### src/inc/hfo_pkg.sv
// Shared constants, types and decoders for the high-frequency oscillator control block
package hfo_pkg;

    // Register addresses in the special-function register space
    localparam logic [7:0] HFO_CTRL_ADDR = 8'hb2;
    localparam logic [7:0] HFO_TRIM_ADDR = 8'hb3;

    // Control and trim register bit positions
    localparam int HFO_EN_BIT = 7;
    localparam int HFO_RDY_BIT = 6;
    localparam int HFO_SUSP_BIT = 5;
    localparam int HFO_SYNC_BIT = 4;
    localparam int HFO_DIV_LSB = 0;
    localparam int HFO_TRIM_LSB = 0;

    // Values after reset, and the slowest trim code
    localparam logic HFO_EN_RESET = 1'b1;
    localparam logic HFO_RDY_RESET = 1'b1;
    localparam logic [1:0] HFO_DIV_RESET = 2'h0;
    localparam logic [6:0] HFO_TRIM_RESET = 7'h40;
    localparam logic [6:0] HFO_TRIM_SLOWEST = 7'h7f;

    // System clock source codes as seen from the clock-select register
    localparam logic [2:0] HFO_SRC_DIV = 3'h0;
    localparam logic [2:0] HFO_SRC_DIRECT = 3'h3;

    // Timing: reference clock period and oscillator settle time
    localparam int HFO_CLK_PERIOD_NS = 50;
    localparam int HFO_SETTLE_NS = 500;
    localparam int HFO_SETTLE_CYC = (HFO_SETTLE_NS + HFO_CLK_PERIOD_NS - 1) / HFO_CLK_PERIOD_NS;
    localparam int HFO_SYNC_TIMER_CLKS = 3;

    // Oscillator state, Gray coded along run -> suspend -> settle -> off
    typedef enum logic [1:0] {
        HFO_RUN = 2'h0,
        HFO_SUSP = 2'h1,
        HFO_SETTLE = 2'h3,
        HFO_OFF = 2'h2
    } hfo_state_e;

    // Special-function register access
    typedef struct packed {
        logic [7:0] addr;
        logic wr;
        logic rd;
        logic [7:0] wdata;
    } hfo_sfr_s;

    // Wake sources
    typedef struct packed {
        logic port0_match;
        logic port1_match;
        logic timer3_ovf;
        logic cmp0_enabled;
        logic cmp0_out;
    } hfo_wake_s;

    // Divide ratio minus one for a divider code: 00->15, 01->7, 10->3, 11->1
    function automatic logic [3:0] hfo_div_last(input logic [1:0] code);
        hfo_div_last = 4'hf >> code;
    endfunction

endpackage

### src/design/hfo_postdiv.sv
// Post-divider that turns the oscillator into a system clock enable pulse
`timescale 1ns/10ps
module hfo_postdiv (
    input wire logic ref_clk_i,
    input wire logic nrst_i,
    input wire logic run_i,
    input wire logic bypass_i,
    input wire logic [1:0] div_code_i,
    output logic tick_o
);

    logic [3:0] cnt;
    logic [3:0] last;

    assign last = hfo_pkg::hfo_div_last(div_code_i);

    // Count oscillator cycles; the count clears to zero while stopped so no runt pulse appears
    always_ff @(posedge ref_clk_i) begin
        if (!nrst_i) begin
            cnt <= 4'h0;
        end else if (!run_i || bypass_i || cnt >= last) begin
            cnt <= 4'h0;
        end else begin
            cnt <= cnt + 4'h1;
        end
    end

    // One pulse every ratio cycles, or every cycle when bypassed
    always_ff @(posedge ref_clk_i) begin
        if (!nrst_i) begin
            tick_o <= 1'b0;
        end else begin
            tick_o <= run_i && (bypass_i || cnt >= last);
        end
    end

endmodule

### src/design/hfo_ctrl.sv
// High-frequency oscillator control: registers, suspend and wake, ready and sync flags
`timescale 1ns/10ps
module hfo_ctrl #(
    parameter logic [6:0] TRIM_FACTORY = hfo_pkg::HFO_TRIM_RESET
) (
    input wire logic ref_clk_i,
    input wire logic nrst_i,
    input wire hfo_pkg::hfo_sfr_s sfr_i,
    input wire logic [2:0] system_clock_source_select_i,
    input wire hfo_pkg::hfo_wake_s wake_i,
    input wire logic wake_timer_clk_i,
    output logic [7:0] sfr_rdata_o,
    output logic hf_osc_enable_o,
    output logic [6:0] hf_trim_o,
    output logic [1:0] hf_divide_select_o,
    output logic hf_freq_ready_o,
    output logic hf_suspended_o,
    output logic wake_timer_sync_busy_o,
    output logic core_clk_run_o,
    output logic system_clock_tick_o
);

    // Address hit for a write or read strobe
    function automatic logic sfr_hit(input hfo_pkg::hfo_sfr_s req, input logic [7:0] addr);
        sfr_hit = req.addr == addr;
    endfunction

    hfo_pkg::hfo_state_e state;
    hfo_pkg::hfo_state_e next_state;
    logic [2:0] src;
    logic suspend;
    logic [4:0] wake_meta;
    logic [4:0] wake_sync;
    logic [2:0] tclk_sync;
    logic [1:0] tclk_cnt;
    logic [3:0] settle_cnt;
    logic wake_any;
    logic wake_other;
    logic ctrl_wr;
    logic trim_wr;
    logic retune;
    logic src_is_hf;
    logic div_run;
    hfo_pkg::hfo_wake_s wk;

    assign ctrl_wr = sfr_i.wr && sfr_hit(sfr_i, hfo_pkg::HFO_CTRL_ADDR);
    assign trim_wr = sfr_i.wr && sfr_hit(sfr_i, hfo_pkg::HFO_TRIM_ADDR);

    // Wake sources come from other blocks and pins, possibly while our clock is gated
    genvar gi;
    generate
        for (gi = 0; gi < 5; gi++) begin : g_wake_sync
            always_ff @(posedge ref_clk_i) begin
                if (!nrst_i) begin
                    wake_meta[gi] <= 1'b0;
                    wake_sync[gi] <= 1'b0;
                end else begin
                    wake_meta[gi] <= wake_i[gi];
                    wake_sync[gi] <= wake_meta[gi];
                end
            end
        end
    endgenerate

    // Decode the synchronised wake sources
    assign wk = wake_sync;
    assign wake_any = wk.port0_match || wk.port1_match || wk.timer3_ovf
        || (wk.cmp0_enabled && !wk.cmp0_out);
    assign wake_other = wake_any && !wk.timer3_ovf;

    // Source select mirror; starts on the divided oscillator until the select is seen
    always_ff @(posedge ref_clk_i) begin
        if (!nrst_i) begin
            src <= hfo_pkg::HFO_SRC_DIV;
        end else begin
            src <= system_clock_source_select_i;
        end
    end

    assign src_is_hf = src == hfo_pkg::HFO_SRC_DIV || src == hfo_pkg::HFO_SRC_DIRECT;

    // Enable bit, software owned
    always_ff @(posedge ref_clk_i) begin
        if (!nrst_i) begin
            hf_osc_enable_o <= hfo_pkg::HFO_EN_RESET;
        end else if (ctrl_wr) begin
            hf_osc_enable_o <= sfr_i.wdata[hfo_pkg::HFO_EN_BIT];
        end
    end

    // Divider code; only the two low bits are stored
    always_ff @(posedge ref_clk_i) begin
        if (!nrst_i) begin
            hf_divide_select_o <= hfo_pkg::HFO_DIV_RESET;
        end else if (ctrl_wr) begin
            hf_divide_select_o <= sfr_i.wdata[hfo_pkg::HFO_DIV_LSB +: 2];
        end
    end

    // Trim code drives the oscillator period; all ones is the slowest setting
    always_ff @(posedge ref_clk_i) begin
        if (!nrst_i) begin
            hf_trim_o <= TRIM_FACTORY;
        end else if (trim_wr) begin
            hf_trim_o <= sfr_i.wdata[hfo_pkg::HFO_TRIM_LSB +: 7];
        end
    end

    // Suspend bit: a write of one sets it, a wake clears it; the write wins a tie
    always_ff @(posedge ref_clk_i) begin
        if (!nrst_i) begin
            suspend <= 1'b0;
        end else if (ctrl_wr) begin
            suspend <= sfr_i.wdata[hfo_pkg::HFO_SUSP_BIT];
        end else if (state == hfo_pkg::HFO_SUSP && wake_any) begin
            suspend <= 1'b0;
        end
    end

    // Any change to the period or ratio means the output is off frequency for a while
    assign retune = (trim_wr && sfr_i.wdata[6:0] != hf_trim_o)
        || (ctrl_wr && sfr_i.wdata[1:0] != hf_divide_select_o);

    // Oscillator state
    always_comb begin
        next_state = state;
        case (state)
            hfo_pkg::HFO_RUN: begin
                if (!hf_osc_enable_o) begin
                    next_state = hfo_pkg::HFO_OFF;
                end else if (suspend) begin
                    next_state = hfo_pkg::HFO_SUSP;
                end else if (retune) begin
                    next_state = hfo_pkg::HFO_SETTLE;
                end
            end
            hfo_pkg::HFO_SUSP: begin
                if (wake_any) begin
                    next_state = hfo_pkg::HFO_SETTLE;
                end
            end
            hfo_pkg::HFO_SETTLE: begin
                if (!hf_osc_enable_o) begin
                    next_state = hfo_pkg::HFO_OFF;
                end else if (suspend) begin
                    next_state = hfo_pkg::HFO_SUSP;
                end else if (settle_cnt == 4'h0) begin
                    next_state = hfo_pkg::HFO_RUN;
                end
            end
            hfo_pkg::HFO_OFF: begin
                if (hf_osc_enable_o) begin
                    next_state = hfo_pkg::HFO_SETTLE;
                end
            end
            default: begin
                next_state = hfo_pkg::HFO_RUN;
            end
        endcase
    end

    // Running at the factory setting after reset, so ready starts high
    always_ff @(posedge ref_clk_i) begin
        if (!nrst_i) begin
            state <= hfo_pkg::HFO_RUN;
        end else begin
            state <= next_state;
        end
    end

    // Settle timer reloads whenever the oscillator restarts, or retunes while running
    always_ff @(posedge ref_clk_i) begin
        if (!nrst_i) begin
            settle_cnt <= 4'h0;
        end else if (next_state == hfo_pkg::HFO_SETTLE && state != hfo_pkg::HFO_SETTLE) begin
            settle_cnt <= 4'(hfo_pkg::HFO_SETTLE_CYC - 1);
        end else if (settle_cnt != 4'h0) begin
            settle_cnt <= settle_cnt - 4'h1;
        end
    end

    // Ready flag and visible suspend state
    always_ff @(posedge ref_clk_i) begin
        if (!nrst_i) begin
            hf_freq_ready_o <= hfo_pkg::HFO_RDY_RESET;
            hf_suspended_o <= 1'b0;
        end else begin
            hf_freq_ready_o <= next_state == hfo_pkg::HFO_RUN;
            hf_suspended_o <= next_state == hfo_pkg::HFO_SUSP;
        end
    end

    // Core and peripheral clocks stop only when this oscillator feeds them. The core
    // holds its state, so it continues after the suspending write once clocks return.
    always_ff @(posedge ref_clk_i) begin
        if (!nrst_i) begin
            core_clk_run_o <= 1'b1;
        end else begin
            core_clk_run_o <= !(src_is_hf && next_state == hfo_pkg::HFO_SUSP);
        end
    end

    // Divider follows the next state, so no pulse slips out as suspend begins; 011 bypasses it
    assign div_run = next_state == hfo_pkg::HFO_RUN || next_state == hfo_pkg::HFO_SETTLE;

    hfo_postdiv u_postdiv (
        .ref_clk_i(ref_clk_i),
        .nrst_i(nrst_i),
        .run_i(div_run && src_is_hf),
        .bypass_i(src == hfo_pkg::HFO_SRC_DIRECT),
        .div_code_i(hf_divide_select_o),
        .tick_o(system_clock_tick_o)
    );

    // Wake timer clock is foreign; a third stage only serves edge detection
    always_ff @(posedge ref_clk_i) begin
        if (!nrst_i) begin
            tclk_sync <= 3'h0;
        end else begin
            tclk_sync <= {tclk_sync[1:0], wake_timer_clk_i};
        end
    end

    // Sync busy: the timer needs a few of its own clocks to catch up after a foreign wake
    always_ff @(posedge ref_clk_i) begin
        if (!nrst_i) begin
            wake_timer_sync_busy_o <= 1'b0;
            tclk_cnt <= 2'h0;
        end else if (state == hfo_pkg::HFO_SUSP && wake_other) begin
            wake_timer_sync_busy_o <= 1'b1;
            tclk_cnt <= 2'(hfo_pkg::HFO_SYNC_TIMER_CLKS);
        end else if (wake_timer_sync_busy_o && tclk_sync[1] && !tclk_sync[2]) begin
            tclk_cnt <= tclk_cnt - 2'h1;
            wake_timer_sync_busy_o <= tclk_cnt != 2'h1;
        end
    end

    // Read port: registered, unused bits zero, unmapped addresses read zero
    always_ff @(posedge ref_clk_i) begin
        if (!nrst_i) begin
            sfr_rdata_o <= 8'h00;
        end else if (sfr_i.rd && sfr_hit(sfr_i, hfo_pkg::HFO_CTRL_ADDR)) begin
            sfr_rdata_o <= {hf_osc_enable_o, hf_freq_ready_o, suspend,
                wake_timer_sync_busy_o, 2'h0, hf_divide_select_o};
        end else if (sfr_i.rd && sfr_hit(sfr_i, hfo_pkg::HFO_TRIM_ADDR)) begin
            sfr_rdata_o <= {1'b0, hf_trim_o};
        end else begin
            sfr_rdata_o <= 8'h00;
        end
    end

    // Checks

    property p_div_reset;
        @(posedge ref_clk_i) !nrst_i |=> hf_divide_select_o == 2'h0 && hf_osc_enable_o;
    endproperty
    a_div_reset: assert property (p_div_reset) else $error("divider or enable wrong after reset");

    property p_ready_reset;
        @(posedge ref_clk_i) !nrst_i ##1 nrst_i |-> hf_freq_ready_o && !hf_suspended_o;
    endproperty
    a_ready_reset: assert property (p_ready_reset) else $error("ready low after reset");

    property p_suspend_write;
        @(posedge ref_clk_i) disable iff (!nrst_i)
            ctrl_wr && sfr_i.wdata[5] && hf_osc_enable_o && state == hfo_pkg::HFO_RUN
            |=> ##1 hf_suspended_o || wake_any;
    endproperty
    a_suspend_write: assert property (p_suspend_write) else $error("suspend not entered");

    property p_core_gate;
        @(posedge ref_clk_i) disable iff (!nrst_i)
            hf_suspended_o && src_is_hf |-> !core_clk_run_o && !system_clock_tick_o;
    endproperty
    a_core_gate: assert property (p_core_gate) else $error("core clock runs in suspend");

    property p_wake_clears;
        @(posedge ref_clk_i) disable iff (!nrst_i)
            state == hfo_pkg::HFO_SUSP && wake_any && !ctrl_wr
            |=> !suspend && state == hfo_pkg::HFO_SETTLE ##1 core_clk_run_o;
    endproperty
    a_wake_clears: assert property (p_wake_clears) else $error("wake did not resume");

    property p_busy_set;
        @(posedge ref_clk_i) disable iff (!nrst_i)
            state == hfo_pkg::HFO_SUSP && wake_other |=> wake_timer_sync_busy_o;
    endproperty
    a_busy_set: assert property (p_busy_set) else $error("sync busy not raised");

    property p_unused_zero;
        @(posedge ref_clk_i) disable iff (!nrst_i)
            sfr_i.rd |=> sfr_rdata_o[3:2] == 2'h0 || $past(sfr_i.addr) != 8'hb2;
    endproperty
    a_unused_zero: assert property (p_unused_zero) else $error("unused bits not zero");

    property p_bypass_tick;
        @(posedge ref_clk_i) disable iff (!nrst_i)
            next_state == hfo_pkg::HFO_RUN && src == hfo_pkg::HFO_SRC_DIRECT |=> system_clock_tick_o;
    endproperty
    a_bypass_tick: assert property (p_bypass_tick) else $error("undivided clock missing");

    property p_div16_spacing;
        @(posedge ref_clk_i) disable iff (!nrst_i)
            system_clock_tick_o && src == hfo_pkg::HFO_SRC_DIV && hf_divide_select_o == 2'h0
            && $stable(src) |=> (!system_clock_tick_o || hf_divide_select_o != 2'h0) [*8];
    endproperty
    a_div16_spacing: assert property (p_div16_spacing) else $error("divide by 16 too fast");

endmodule

### config.mk
export PLATFORM = sky130hd
export DESIGN_NAME = hfo_ctrl
export DESIGN_NICKNAME = d
export VERILOG_FILES = /design/src/inc/hfo_pkg.sv /design/src/design/hfo_postdiv.sv /design/src/design/hfo_ctrl.sv
export SDC_FILE = /design/constraint.sdc
export NUM_CORES = 1
export LEC_CHECK = 0
export BUFFER_PORTS_ARGS = -buffer_cell sky130_fd_sc_hd__buf_2
export CELL_PAD_IN_SITES_DETAIL_PLACEMENT = 0
export CELL_PAD_IN_SITES_GLOBAL_PLACEMENT = 1
export CORE_MARGIN = 5
export CORE_UTILIZATION = 36
export CTS_CLUSTER_DIAMETER = 100
export CTS_CLUSTER_SIZE = 10
export DETAILED_ROUTE_END_ITERATION = 12
export PLACE_DENSITY_LB_ADDON = 0.1
export SLEW_MARGIN = 5
export SYNTH_ARGS = -nofsm -noshare
export SYNTH_HDL_FRONTEND = slang
export SYNTH_SLANG_ARGS = --single-unit
### constraint.sdc
create_clock -name ref_clk_i -period 2.6 [get_ports ref_clk_i]
set_input_delay 0.52 -clock ref_clk_i [delete_from_list [all_inputs] [get_ports ref_clk_i]]
set_output_delay 0.52 -clock ref_clk_i [all_outputs]
set_load 0.02 [all_outputs]
==> reports/qor.yml <==
syn_avg_cell_area_um2: 10.3
cts_tree: "done"
routed_wl_um: 4250
startpoint_type: "flip-flop"
async_flop_share_pct: 0
clkTransAtPathRegs_ps: 100
cp_data_required_time_ps: 2840
grt_pass1_vias: 1573
dp_hpwl_um: 3300
max_slew_margin_pct: 74.0
final-seq-area_mm2: 0.00104
drive_above_1_share_pct: 33.0
ir_worst_vdd_v: 0.000342
ctsRootBufferMaster: "clkbuf_8"
p_int_w: 0.00144
grt_max_degree: 38
synthTopCellsByArea: "dfxtp_1 (47%), mux2i_1 (6.8%), and2_1 (5.4%), xnor2_1 (5.1%), ha_1 (5.1%)"
finalCriticalPeriod_ps: 2460
max_freq_mhz: 406
vias_per_cell: 4.51
synthCells: 215
maxCapViolCount: 0
worst_slack_ps: 138
hp-class: "in2reg"
pin_count: 52
ctsHoldBuffers: 0
gp_routability_congestion: 0.766
synth_seq_cells: 52
multiInputGateArea_mm2: 0.00115
hold_viol: 0
antenna_found_initial: 0
placementRows: 28
antenna_left: 0
p_clk_share_pct: 22.7
synth_commonest_cells: "dfxtp_1 (52), and2_1 (19), mux2i_1 (15), nand2_1 (13), xnor2_1 (13)"
p_switching_w: 0.000636
num_antenna_cells: 0
clock_path_buffers: 2
synth_cell_types: 40
clock_sinks: 52
skew_ps: 13.9
gr-total-overflow: 0
grt_use_total_pct: 11.9
yosysMostFrequentCell: "dfxtp_1"
setup.worst_path.class: "reg2reg"
cts_buffers: 5
cp.arrival_ps: 2700
synth_edf_count: 0
outcome: "finished, final reports clean"
ys.flop_type: "dfxtp_1"
portBuffers: 51
setup_tns_ps: 0
drc_errors: 0
initial_utilization_pct: 37.3
fin_util_pct: 46.9
path_max_fanout: 4
drtIter0Drc: 57
post_drt_wl_per_cell_um: 11.8
htreeDepth: 2
fin_nets: 322
p_leak_nw: 1.23
setup_viol: 0
first_pass_iters: 3
fp.dieW_um: 88.5
synth_warnings: 0
dr_total_vias: 1625
syn-num-nets: 253
grt_pass1_wl_um: 7270
syn_to_final_growth_pct: 25.9
share_seq_of_total_power_pct: 45.0
syn_area_mm2: 0.00222
dpl_worst_slack_ps: -134
dieArea_mm2: 0.00784
worst_slew_pin_slew_ps: 387
synth_top_area_cell: "dfxtp_1"
power_frac_comb_pct: 32.3
swShare_pct: 30.7
clock_latency_ps: 310
cp-end-kind: "flip-flop"
core_area_mm2: 0.00596
powerDensity_mw_per_mm2: 743
ys_seq_area_share_pct: 46.9
rrSetupSlack_ps: 140
period_share_pct: 94.7
maxSlewViolCount: 0
nFillCells: 590
die_y_um: 88.5
netlist.area_leader.share_pct: 46.9
[repair_timing]
item	CTS	global route
endpoints found under the setup margin	4	4
gates cloned	0	0
pin swaps	7	7
resized for setup	5	7
setup buffers	0	1
[metrics by stage]
stage | std cells | hold slack, ps | total power [W] | instance area, um^2
2_1_floorplan | 215 | 405 | 0.00131 | 2220
3_3_place_gp | 352 | 419 | 0.00155 | 2660
3_5_place_dp | 352 | 418 | 0.00155 | 2660
4_1_cts | 360 | 401 | 0.00206 | 2770
5_1_grt | 360 | 396 | 0.00223 | 2800
6_report | 360 | 415 | 0.00208 | 2800
[registers in the layout, indices dropped and copies added, names as in the netlist, 2 cells and up]
signal              count
hf_divide_select_o      2
hf_trim_o               7
settle_cnt              4
sfr_rdata_o             8
src                     3
state                   2
tclk_cnt                2
tclk_sync               3
u_postdiv.cnt           4
wake_meta               5
wake_sync               5
[logic make-up after synthesis]
logic type,synth area share [%]
flip-flops,46.9
multiplexers,6.76
XOR/XNOR,5.92
buffers and inverters,3.21
adder cells (fa/ha/maj),5.07
AND/OR/NAND/NOR,23.7
AO/OA/AOI/OAI,8.46
[area by class of cell]
class	instances	area share, %
multi-input combinational	149	41.0
sequential	52	37.3
inverter	8	1.16
tap	75	3.36
clock inverter	3	0.985
timing repair buffer	68	13.7
clock buffer	5	2.46
[cell usage in the layout, fill, tap and decap left out, types with 2 or more instances in the layout]
master / n
buf_2: 51
dfxtp_1: 50
and2_1: 18
buf_4: 17
mux2i_1: 15
xnor2_1: 13
nand2_1: 13
nor2_1: 11
nor2b_1: 10
ha_1: 8
inv_1: 6
a21boi_0: 6
clkbuf_8: 5
nor3_1: 4
nand3b_1: 4
a21oi_1: 4
nand3_1: 3
a21o_1: 3
nand2b_1: 3
or3_1: 3
nor3_4: 2
a21boi_1: 2
o211ai_1: 2
nand4b_1: 2
and3_1: 2
a211o_1: 2
xor2_1: 2
dfxtp_2: 2
[per-layer routing]
| layer | part of all wire (%) | vias to the layer above | routed length (um) | track usage [%] |
|---|---|---|---|---|
| met5 | 0 | - | 0 | 0 |
| met1 | 48 | 722 | 2030 | 15.8 |
| met2 | 45 | 36 | 1930 | 18.8 |
| met4 | 0.54 | 0 | 23 | 3.30 |
| li1 | - | 865 | - | - |
| met3 | 6.4 | 2 | 271 | 3.45 |
[final timing paths]
check	start	endpoint	cells past startpoint
worst max register to register	settle_cnt[1]	u_postdiv.cnt[0]	12
worst min-delay path	wake_i[3]	wake_meta[3]	2
worst max-delay path	settle_cnt[1]	u_postdiv.cnt[0]	12
worst min register to register	wake_meta[2]	wake_sync[2]	1
[worst max-delay path: stages (launching register included)]
cell and delay (ps):
dfxtp_2 330, inv_1 50, ha_2 170, nor3b_4 210
buf_4 160, a31oi_2 110, nor2_2 160, a21oi_2 60
ha_1 280, nand3b_1 90, or3_1 340, a211o_1 320
nor2_1 110
[power groups by stage]
stage	Combinational [W]	Sequential, W	Clock [W]
floorplan	0.000348	0.000963	0
global placement	0.000608	0.000947	0
detailed placement	0.000610	0.000944	0
CTS	0.000630	0.000933	0.000493
global route	0.000747	0.000947	0.000536
finish	0.000670	0.000934	0.000472
(Power assumes the default switching activity.)
